**src/pkg/siu_pkg.sv**
```systemverilog
/*
  siu_pkg: constants, states and carriers for the system integration unit
  (break handling, low-power modes, reset cause capture, pending status).
  Assumes one clock (SYS_CLK), which also stands in for the crystal clock,
  and a byte-wide register port with a 16-bit address.
*/
package siu_pkg;

  // register byte addresses
  localparam logic [15:0] OFF_BRK_STATUS = 16'hFE00; // break_wait_exit_status
  localparam logic [15:0] OFF_RST_CAUSE = 16'hFE01;  // last_reset_cause
  localparam logic [15:0] OFF_BRK_CTRL = 16'hFE03;   // break_flag_clear_control
  localparam logic [15:0] OFF_IRQ_LOW = 16'hFE04;    // sources 6..1
  localparam logic [15:0] OFF_IRQ_MID = 16'hFE05;    // irq_pending_mid
  localparam logic [15:0] OFF_IRQ_UPPER = 16'hFE06;  // irq_pending_upper
  localparam logic [15:0] OFF_IRQ_TOP = 16'hFE07;    // irq_pending_top

  // field positions
  localparam int BIT_BREAK_EXITED_WAIT = 1;  // in break status
  localparam int BIT_BREAK_CLEAR_ENABLE = 7; // in break control
  localparam int BIT_POR = 7;                // reset cause bits
  localparam int BIT_PIN = 6;
  localparam int BIT_WDOG = 5;
  localparam int BIT_BAD_OPCODE = 4;
  localparam int BIT_BAD_ADDR = 3; // opcode fetches only
  localparam int BIT_MON = 2;
  localparam int BIT_LOW_VOLT = 1;

  // reset values
  localparam logic [7:0] RST_CAUSE_POR = 8'h80; // power-on leaves only POR
  localparam logic [7:0] BYTE_ZERO = 8'h00;

  // cycle counts, in crystal clock cycles
  localparam logic [12:0] STOP_LONG_CYC = 13'h1000;  // 4096
  localparam logic [12:0] STOP_SHORT_CYC = 13'h0020; // 32
  localparam logic [12:0] PIN_SAMPLE_CYC = 13'h0020; // 32 after release
  localparam logic [12:0] PIN_DRIVE_CYC = 13'h0020;  // pin held low
  localparam logic [12:0] CNT_ONE = 13'h0001;
  localparam logic [12:0] CNT_ZERO = 13'h0000;

  // sequencer states
  typedef enum logic [2:0] {
    MODE_RUN, MODE_WAIT, MODE_STOP, MODE_RECOVER, MODE_RST_DRIVE,
    MODE_RST_SAMPLE
  } siu_mode_e;

  // internal reset requests, one-cycle pulses from their sources
  typedef struct packed {
    logic wdog;    // watchdog timeout
    logic bad_opcode; // illegal opcode
    logic bad_address; // illegal address on opcode fetch
    logic mon; // monitor mode entry reset
    logic low_volt; // low-voltage detect
  } siu_rst_src_s;

  // whole state of the unit
  typedef struct packed {
    siu_mode_e mode;     // sequencer state
    logic [12:0] cnt;    // shared recovery / reset counter
    logic [24:1] pend;   // pending request bits
    logic [7:0] cause;   // last reset cause
    logic brk_woke; // break ended wait
    logic clr_en; // break clear enable
    logic brk_d;         // break request, last cycle
    logic brk_state;     // break state active
    logic [7:0] rdata;   // read answer
    logic cpu_en;        // cpu clock enable
    logic per_en;        // peripheral clock enable
    logic xtal_en;       // crystal/bus clock generator enable
    logic clr_imask;     // pulse: clear cpu global mask
    logic stack;         // pulse: start interrupt stacking
    logic soft_irq; // pulse: force software-interrupt vector
    logic pin_oe_n;      // reset pin drive, low while driving
    logic sys_rst;       // system reset level
    logic allow;         // status flag clearing allowed
    logic wdog_run;      // watchdog clock running
  } siu_state_s;

endpackage : siu_pkg

```
**src/verilog/siu_core.sv**
```systemverilog
/*
  siu_core: break entry, status flag protection, wait/stop sequencing with
  stop recovery timing, reset pin drive and sampling, reset cause register
  and the pending-request status registers.
  Assumes SYS_CLK is the crystal clock, all inputs are synchronous to it,
  the cpu and peripherals honour the enable and pulse outputs, and the
  register master never asserts read and write strobes together.
*/
// Implementation choice: strobed register access.
module siu_core
  import siu_pkg::*;
(
  input wire logic SYS_CLK,
  input wire logic ARST_N,
  input wire logic [15:0] ADDR,
  input wire logic [7:0] WDATA,
  input wire logic WR,
  input wire logic RD,
  output logic [7:0] RDATA,
  input wire logic [24:1] IRQ_FLAGS,
  input wire logic [24:1] IRQ_ENABLES,
  input wire logic BRK_REQ,
  input wire logic WAIT_EXEC,
  input wire logic STOP_EXEC,
  input wire logic EMU_MODE,
  input wire logic WDOG_DISABLE,
  input wire logic SHORT_STOP_RECOVERY,
  input wire siu_rst_src_s RST_SRC,
  input wire logic MON_VEC_BLANK,
  input wire logic IRQ_PIN_HIGH,
  input wire logic RST_PIN_IN,
  output logic RST_PIN_OUT,
  output logic RST_PIN_OE_N,
  output logic SYS_RESET,
  output logic CPU_CLK_EN,
  output logic PERIPH_CLK_EN,
  output logic XTAL_CLK_EN,
  output logic CLEAR_IMASK,
  output logic STACK_START,
  output logic VECTOR_SOFT_IRQ,
  output logic BREAK_STATE,
  output logic FLAG_CLEAR_ALLOW,
  output logic WDOG_RUN
);

  siu_state_s s_r;   // registered state
  siu_state_s s_nxt; // next state

  // decodes the register address into a read value
  function automatic logic [7:0] reg_read(input logic [15:0] a,
                                          input siu_state_s s,
                                          input logic emu);
    logic [7:0] v;
    v = BYTE_ZERO;
    unique case (a)
      OFF_IRQ_LOW: v = {s.pend[6:1], 2'h0};
      OFF_IRQ_MID: v = s.pend[14:7];
      OFF_IRQ_UPPER: v = s.pend[22:15];
      OFF_IRQ_TOP: v = {6'h00, s.pend[24:23]};
      OFF_RST_CAUSE: v = s.cause;
      OFF_BRK_CTRL: v[BIT_BREAK_CLEAR_ENABLE] = s.clr_en;
      // outside emulation the break status reads as zero
      OFF_BRK_STATUS: v[BIT_BREAK_EXITED_WAIT] = emu & s.brk_woke;
      default: v = BYTE_ZERO; // unmapped addresses read zero
    endcase
    return v;
  endfunction : reg_read

  logic any_rst;      // some internal reset request this cycle
  logic pin_rst;      // pin pulled low by the outside, not by us
  logic any_pend;     // some enabled request pending
  logic brk_rise;     // break request edge
  logic cnt_done;     // counter one below its target, last cycle of the count
  logic [12:0] cnt_target; // target of the running count

  // next-state logic: one process for every field
  always_comb
  begin
    s_nxt = s_r;
    any_rst = |RST_SRC;
    // pin low while we are not driving it is an external reset
    pin_rst = ~RST_PIN_IN & s_r.pin_oe_n;
    any_pend = |s_r.pend;
    brk_rise = BRK_REQ & ~s_r.brk_d;
    // pulses default low
    s_nxt.clr_imask = 1'h0;
    s_nxt.stack = 1'h0;
    s_nxt.soft_irq = 1'h0;
    s_nxt.brk_d = BRK_REQ;
    // pending bits follow the sources every cycle
    s_nxt.pend = IRQ_FLAGS & IRQ_ENABLES;
    // target depends on state and on the short-recovery choice
    unique case (s_r.mode)
      MODE_RECOVER: cnt_target = SHORT_STOP_RECOVERY ?
                                 STOP_SHORT_CYC : STOP_LONG_CYC;
      MODE_RST_DRIVE: cnt_target = PIN_DRIVE_CYC;
      default: cnt_target = PIN_SAMPLE_CYC;
    endcase
    cnt_done = (s_r.cnt == cnt_target - CNT_ONE);

    // register reads: answer one cycle later, cause clears on read
    s_nxt.rdata = RD ? reg_read(ADDR, s_r, EMU_MODE) : BYTE_ZERO;
    if (RD && ADDR == OFF_RST_CAUSE)
    begin
      s_nxt.cause = BYTE_ZERO;
    end
    // writes: control bits take them, break status takes only a zero; pending status and cause ignore
    if (WR && ADDR == OFF_BRK_CTRL)
    begin
      s_nxt.clr_en = WDATA[BIT_BREAK_CLEAR_ENABLE];
    end
    // writing zero clears the break-exit flag, in emulation only
    if (WR && ADDR == OFF_BRK_STATUS && EMU_MODE &&
        !WDATA[BIT_BREAK_EXITED_WAIT])
    begin
      s_nxt.brk_woke = 1'h0;
    end
    // other write addresses have no effect

    // break state follows the break module's level
    s_nxt.brk_state = BRK_REQ;

    // sequencer; reset sources are checked before anything else
    if (any_rst || pin_rst)
    begin
      // every reset has one shared top level; no arbitration
      s_nxt.mode = MODE_RST_DRIVE;
      s_nxt.cnt = CNT_ZERO;
      // every source adds its own bit, mon only under the condition below; sources landing together all show
      s_nxt.cause[BIT_WDOG] |= RST_SRC.wdog;
      s_nxt.cause[BIT_BAD_OPCODE] |= RST_SRC.bad_opcode;
      s_nxt.cause[BIT_BAD_ADDR] |= RST_SRC.bad_address;
      s_nxt.cause[BIT_LOW_VOLT] |= RST_SRC.low_volt;
      // monitor entry counts only with a blank vector and irq high
      s_nxt.cause[BIT_MON] |= RST_SRC.mon & MON_VEC_BLANK &
                              IRQ_PIN_HIGH;
      s_nxt.cause[BIT_PIN] |= pin_rst;
    end
    else
    begin
      unique case (s_r.mode)
        MODE_RUN:
        begin
          if (brk_rise)
          begin
            s_nxt.soft_irq = 1'h1;
          end
          else if (STOP_EXEC)
          begin
            s_nxt.mode = MODE_STOP;
            s_nxt.cnt = CNT_ZERO;
            s_nxt.clr_imask = 1'h1;
          end
          else if (WAIT_EXEC)
          begin
            s_nxt.mode = MODE_WAIT;
            s_nxt.clr_imask = 1'h1;
          end
        end
        MODE_WAIT:
        begin
          // break ends wait and leaves a note for the handler
          if (brk_rise)
          begin
            s_nxt.mode = MODE_RUN;
            s_nxt.soft_irq = 1'h1;
            s_nxt.brk_woke = 1'h1;
          end
          else if (any_pend)
          begin
            s_nxt.mode = MODE_RUN;
            s_nxt.stack = 1'h1;
          end
        end
        MODE_STOP:
        begin
          // counter stays cleared until recovery starts
          s_nxt.cnt = CNT_ZERO;
          if (any_pend)
          begin
            s_nxt.mode = MODE_RECOVER;
          end
        end
        MODE_RECOVER:
        begin
          // stacking waits for the whole recovery period
          if (cnt_done)
          begin
            s_nxt.mode = MODE_RUN;
            s_nxt.cnt = CNT_ZERO;
            s_nxt.stack = 1'h1;
          end
          else
          begin
            s_nxt.cnt = s_r.cnt + CNT_ONE;
          end
        end
        MODE_RST_DRIVE:
        begin
          // pin held low, then released for sampling
          if (cnt_done)
          begin
            s_nxt.mode = MODE_RST_SAMPLE;
            s_nxt.cnt = CNT_ZERO;
          end
          else
          begin
            s_nxt.cnt = s_r.cnt + CNT_ONE;
          end
        end
        MODE_RST_SAMPLE:
        begin
          // pin sampled once, the set adds to the other cause bits
          if (cnt_done)
          begin
            s_nxt.mode = MODE_RUN;
            s_nxt.cnt = CNT_ZERO;
            if (!RST_PIN_IN)
            begin
              s_nxt.cause[BIT_PIN] = 1'h1;
            end
          end
          else
          begin
            s_nxt.cnt = s_r.cnt + CNT_ONE;
          end
        end
      endcase
    end

    // outputs are decoded from the next state so they leave flops
    s_nxt.sys_rst = (s_nxt.mode == MODE_RST_DRIVE) ||
                    (s_nxt.mode == MODE_RST_SAMPLE);
    s_nxt.pin_oe_n = (s_nxt.mode != MODE_RST_DRIVE);
    s_nxt.cpu_en = (s_nxt.mode == MODE_RUN);
    // peripherals run in wait, stop in stop and recovery
    s_nxt.per_en = (s_nxt.mode != MODE_STOP) &&
                   (s_nxt.mode != MODE_RECOVER);
    s_nxt.xtal_en = (s_nxt.mode != MODE_STOP);
    s_nxt.wdog_run = !WDOG_DISABLE && s_nxt.per_en;
    // clearing is blocked in break unless enabled; a blocked clear is
    // simply never performed, so a set flag stays set and a
    // half-done two-step clear completes on a step two issued after break ends
    s_nxt.allow = !s_nxt.brk_state || s_nxt.clr_en;
  end

  // the only state register; power-on leaves just the POR cause
  always_ff @(posedge SYS_CLK or negedge ARST_N)
  begin
    if (!ARST_N)
    begin
      s_r <= '{mode: MODE_RST_DRIVE, cnt: CNT_ZERO, pend: '0,
               cause: RST_CAUSE_POR, brk_woke: 1'h0, clr_en: 1'h0,
               brk_d: 1'h0, brk_state: 1'h0, rdata: BYTE_ZERO,
               cpu_en: 1'h0, per_en: 1'h1, xtal_en: 1'h1, clr_imask: 1'h0,
               stack: 1'h0, soft_irq: 1'h0, pin_oe_n: 1'h0, sys_rst: 1'h1,
               allow: 1'h1, wdog_run: 1'h0};
    end
    else
    begin
      s_r <= s_nxt;
    end
  end

  // ports straight from the state register, all but the tied-low RST_PIN_OUT
  assign RDATA = s_r.rdata;
  assign RST_PIN_OUT = 1'h0; // open drain: only ever pulls low
  assign RST_PIN_OE_N = s_r.pin_oe_n;
  assign SYS_RESET = s_r.sys_rst;
  assign CPU_CLK_EN = s_r.cpu_en;
  assign PERIPH_CLK_EN = s_r.per_en;
  assign XTAL_CLK_EN = s_r.xtal_en;
  assign CLEAR_IMASK = s_r.clr_imask;
  assign STACK_START = s_r.stack;
  assign VECTOR_SOFT_IRQ = s_r.soft_irq;
  assign BREAK_STATE = s_r.brk_state;
  assign FLAG_CLEAR_ALLOW = s_r.allow;
  assign WDOG_RUN = s_r.wdog_run;
endmodule : siu_core

```
**config.mk**
```make
export PLATFORM = sky130hd
export DESIGN_NAME = siu_core
export DESIGN_NICKNAME = d
export VERILOG_FILES = /design/src/pkg/siu_pkg.sv /design/src/verilog/siu_core.sv
export SDC_FILE = /design/constraint.sdc
export NUM_CORES = 1
export LEC_CHECK = 0
export ABC_AREA = 1
export BUFFER_PORTS_ARGS = -buffer_cell sky130_fd_sc_hd__buf_2
export CAP_MARGIN = 20
export CORE_ASPECT_RATIO = 2
export CORE_MARGIN = 3
export CORE_UTILIZATION = 46
export CTS_CLUSTER_SIZE = 40
export DETAILED_ROUTE_END_ITERATION = 6
export PLACE_DENSITY = 0.82
export SLEW_MARGIN = 20
export SYNTH_ARGS = -nofsm -noshare
export SYNTH_HDL_FRONTEND = slang
export SYNTH_SLANG_ARGS = --single-unit
```
**constraint.sdc**
```tcl
create_clock -name SYS_CLK -period 1.5 [get_ports SYS_CLK]
set_input_delay 0.3 -clock SYS_CLK [delete_from_list [all_inputs] [get_ports SYS_CLK]]
set_output_delay 0.3 -clock SYS_CLK [all_outputs]
set_load 0.03 [all_outputs]
```
### Word level (Yosys, flattened, before mapping)

Cells that the tools add are included.

* reduce and logical (&&, ||, !) cells: 22
* multiplexer cells: 42
* equality and inequality tests: 20
* bitwise logic cells: 14
* $add $sub $neg: 2

Operators with widths (count)
* 16-bit equality test, second input constant: 7
* 13-bit 2-to-1 mux: 4
* 13-bit one-hot mux with 3 select lines: 1
* 16-bit 2-to-1 mux: 2
* 24-bit bitwise AND: 1
* 3-bit 2-to-1 mux: 8
* 24-bit OR reduction: 1
* 5-bit one-hot mux with 4 select lines: 1
* 1-bit 2-to-1 mux: 18
* 3-bit one-hot mux with 5 select lines: 1
* 13-bit by 1-bit adder with 13-bit output, second input constant: 1
* 13-bit equality test: 1
* 13-bit by 1-bit subtractor with 13-bit output, second input constant: 1
* 3-bit equality test, second input constant: 4
* 1-bit one-hot mux with 5 select lines: 2
* 3-bit inequality test, second input constant: 3
* 8-bit 2-to-1 mux: 1
* 1-bit logical AND: 7
* 7-bit 2-to-1 mux: 1
* 3-bit by 2-bit equality test with 1-bit output, second input constant: 2
* 3-bit zero test: 2
* 3-bit by 2-bit inequality test with 1-bit output, second input constant: 2
* 1-bit bitwise OR: 6
* 1-bit bitwise AND: 5
* other kinds (12): 18

* logic and storage cells: 119
* register bits: 68
* output and inout port bits: 20
* input port bits: 90

### Logic depth before layout (Yosys ltp)

* depth after elaboration: 10
* gate-level depth with buffers: 14
* depth with buffers taken out: 14

### Least setup slack after synthesis

Ideal clock, no wire load.

* kind: reg2reg
* start point: register s_r, in the netlist RST_PIN_OE_N
* end point: register s_r[65] (netlist bit)
* path buffers: 0
* period minus slack after synthesis: 1532 ps
* cell stages (with the launch flop): 12
* path slack: -32 ps
* library setup time: 115 ps
* arrival: 1418 ps
* data required time: 1385 ps
* cell sequence: dfrtp_1 > inv_1 > nor2_1 > inv_1 > nand3_4 > clkinv_2 > nand2_2 > inv_2 > nor2_1 > nand3_1 > nand2_1 > nor2_1

* word-level cells in the longest chain between the ends: 4
* elaborated cells between the ends (all ways): 7
* classes of those cells: 2 x eq/ne; 1 x mux; 1 x bitwise; 3 x reduce/logical

Ends and longest elaborated chain
* start: declaration: line siu_core.sv:46 `siu_state_s s_r;`
* start signal: assignment: line siu_core.sv:252 `s_r <= '{mode: MODE_RST_DRIVE, cnt: CNT_ZERO, pend: '0,`
* start signal: assignment: line siu_core.sv:261 `s_r <= s_nxt;`
* 1-bit bitwise AND (*): line siu_core.sv:82 `pin_rst = ~RST_PIN_IN & s_r.pin_oe_n;`
* 1-bit logical OR (*): line siu_core.sv:124 `if (any_rst || pin_rst)`
* 3-bit inequality test (no line) / 4-bit nonzero test (equally long branches)
* 3-bit AND reduction (no line)

Mark *: on every way between the ends. The rest lies on a longest branch, timed or not.
A chain may end at the register's enable or synchronous reset.

### Worst setup path in the final report

* start point: register s_r[69] (netlist bit)
* end point: register s_r[61] (netlist bit)

* word-level cells in the longest chain between the ends: 7
* elaborated cells between the ends (all ways): 16
* classes of those cells: 1 x add/sub; 7 x eq/ne; 4 x mux; 4 x reduce/logical

Ends and longest elaborated chain
* 3-bit by 2-bit equality test with 1-bit output: line siu_core.sv:93, siu_core.sv:141
* 13-bit 2-to-1 mux: line siu_core.sv:93 `unique case (s_r.mode)`
* 13-bit by 1-bit subtractor with 13-bit output: line siu_core.sv:99 `cnt_done = (s_r.cnt == cnt_target - CNT_ONE);`
* 13-bit equality test: line siu_core.sv:99
* 13-bit 2-to-1 mux: line siu_core.sv:187, siu_core.sv:201, siu_core.sv:214
* 13-bit one-hot mux with 3 select lines: line siu_core.sv:141 `unique case (s_r.mode)`
* 16-bit 2-to-1 mux: line siu_core.sv:124

Parallel ways exist; a longest one is shown, timed or not.

==> results.toml <==
[run_status]
status = "complete, but fails checks"
violations = "negative setup slack"

[setup_path]
path_class = "flip-flop to flip-flop"
critPathRequiredTime_ns = 1.72
cp-start-kind = "flip-flop"
arrival_ns = 1.89
critPathMaxFanout = 7
end_kind = "flip-flop"

[layout]
nFillCells = 552
final_area_mm2 = 0.00506
fin_util_pct = 69.6
diodes = 0
layout-drive-gt1-share_pct = 43.0
layout_common_cells = "buf_2, nand2_1, inv_1"
final_common_cell = "buf_2"
finalNetCount = 700
area_growth_syn_to_layout_pct = 46.3

[floorplanning]
io_pins = 110
die_h_um = 129
start_util_pct = 47.6
rows = 44
dieArea_mm2 = 0.00865
core_area_mm2 = 0.00727
die_w_um = 67.3

[drt]
first_pass_iters = 4
avgViaCountPerCell = 5.01
wl_met3_um = 519
top_layer_used = "met4"
num_vias = 3537
dr.first_iter.drc_count = 185
drtAntennaViolNets = 0
wl_met1_um = 3380
avgRoutedWirePerCell_um = 14.6
drcViolationCount = 0
wirelength_um = 10300
routed-wl-met2_um = 5900

[synthesis]
syn_inst = 441
ys.flop_type = "dfrtp_1"
yosysSeqAreaShare_pct = 49.4
synth.distinct_cells = 40
synth.avg_cell_area_um2 = 7.84
netlist_area_mm2 = 0.00346
synth-edff-count = 0
yosys_warnings = 0
syn-num-nets = 532
synth_seq_cells = 68
async_flop_share_pct = 100

[clock_network]
clock-root-buffer = "clkbuf_16"
insertion_delay_ns = 0.34
cts_buffer_depth = 2
htreeDepth = 3
clock_sinks = 68
clk_pin_slew_ns = 0.06
cts_tree = "yes"
cts_made_buffers = 9

[global_route]
grtUsageTotal_pct = 24.5
grt-ovfl-total = 0
first_global_vias = 3613
grt_max_degree = 69
antenna_found_initial = 0
grt_pass1_wl_um = 15600

[placement]
place_hpwl_um = 7200
placed_area_mm2 = 0.00441
port_buffers = 102
gp_congestion = 0.907

[sta]
timing.fmax_mhz = 600
hold_viol = 0
rsz0062_at_grt = "yes"
skew_ns = 0.00751
fin_ws_ns = -0.166
min_period_ns = 1.67
finalSetupViolCount = 24
finalCritPeriodShare_pct = 111
slew_violations = 0

[power_and_ir_drop]
power_density_mw_per_mm2 = 878
leakage_uw = 0.00272
max-vdd-ir-drop_uv = 787
power.total_uw = 4440

[worst_hold_path]
min_path_type = "input port to flip-flop"

[job]
cap_violations = 0
## flip-flops by register name, summed over array words and instances (netlist names)
register          flops
CPU_CLK_EN            1
CLEAR_IMASK           1
RST_PIN_OE_N          1
XTAL_CLK_EN           1
FLAG_CLEAR_ALLOW      1
BREAK_STATE           1
SYS_RESET             1
s_r                  49
WDOG_RUN              1
RDATA                 8
PERIPH_CLK_EN         1
VECTOR_SOFT_IRQ       1
STACK_START           1
## worst max-delay path, cell delays in order (launching register included)
cell and delay (ns):
dfstp_2 0.65, nor2_4 0.09, inv_2 0.07, nand2_2 0.08, o22ai_4 0.17, nand2_4 0.14
inv_6 0.12, nor2_2 0.05, a21oi_1 0.13, nor2_1 0.05
## power by group
group / internal [uW] / switching [uW]
sequential: 1880 / 22.9
combinational: 137 / 174
clock: 1450 / 778
total: 3470 / 974
## worst paths after layout
kind,start,endpoint,slack (ns),depth (start not counted)
min reg2reg,s_r[29],s_r[29],0.46,2
max in group asynchronous,ARST_N,s_r[29],0.65,3
min,IRQ_ENABLES[2],s_r[31],0.15,3
max,s_r[69],s_r[61],-0.17,9
max reg2reg,s_r[69],s_r[61],-0.17,9
min in group asynchronous,ARST_N,s_r[64],0.50,3
## layer usage
metal | vias to the layer above | global-route usage [%]
li1 | 1701 | -
met1 | 1635 | 22.9
met2 | 155 | 46.2
met3 | 46 | 3.76
met4 | 0 | 16.1
met5 | - | 0
## cells in the mapped netlist, types with 2 or more instances
| cell type | count | area share [%] |
|---|---|---|
| a21oi_1 | 18 | 2.6 |
| a22oi_1 | 2 | 0.43 |
| a31oi_1 | 3 | 0.54 |
| buf_4 | 9 | 2.0 |
| dfrtp_1 | 62 | 45 |
| dfstp_2 | 6 | 4.6 |
| inv_1 | 78 | 8.5 |
| inv_2 | 3 | 0.33 |
| nand2_1 | 101 | 11 |
| nand2_2 | 9 | 1.6 |
| nand2_4 | 2 | 0.65 |
| nand3_1 | 24 | 3.5 |
| nand3b_1 | 2 | 0.43 |
| nand4_1 | 7 | 1.3 |
| nor2_1 | 62 | 6.7 |
| nor2_2 | 6 | 1.1 |
| nor2_4 | 2 | 0.65 |
| nor3_1 | 6 | 0.87 |
| nor3_2 | 4 | 1.2 |
| o211ai_1 | 2 | 0.43 |
| o21ai_0 | 13 | 1.9 |
| o31ai_1 | 2 | 0.43 |
## stage by stage
step | hold slack (ns) | std cells | setup TNS (ns) | setup slack [ns]
floorplan | 0.00441 | 441 | 0 | 0.0213
detailed placement | 0.342 | 676 | -2.87 | -0.183
global route | 0.150 | 706 | -4.28 | -0.250
finish | 0.149 | 706 | -2.56 | -0.166
global placement | 0.339 | 676 | -2.21 | -0.165
CTS | 0.143 | 703 | -1.34 | -0.102
## cell families after synthesis
group	after synthesis	share of synthesized area, %
AO/OA/AOI/OAI	47	8.07
XOR/XNOR	1	0.253
adder cells (fa/ha/maj)	1	0.362
buffers and inverters	93	11.4
flip-flops	68	49.4
other	1	0.108
AND/OR/NAND/NOR	230	30.4
## what timing repair did
| action | in CTS | in global routing |
|---|---|---|
| resized for setup | 38 | 28 |
| hold buffers | 1 | 0 |
| pin swaps | 14 | 11 |
| setup endpoints to repair | 22 | 24 |
| hold endpoints to repair | 34 | 0 |
| gates cloned | 1 | 0 |
| setup buffers | 9 | 4 |
## cell type report
cell class / instances / area (um^2) / share of cell area (%)
Clock buffer: 10 / 229 / 4.53
Tap cell: 92 / 115 / 2.28
Multi-Input combinational cell: 281 / 1560 / 30.8
Inverter: 83 / 320 / 6.34
Sequential cell: 68 / 1710 / 33.9
Clock inverter: 6 / 88.8 / 1.76
Timing Repair Buffer: 166 / 1040 / 20.5
Power figures use the tool's default switching activity.
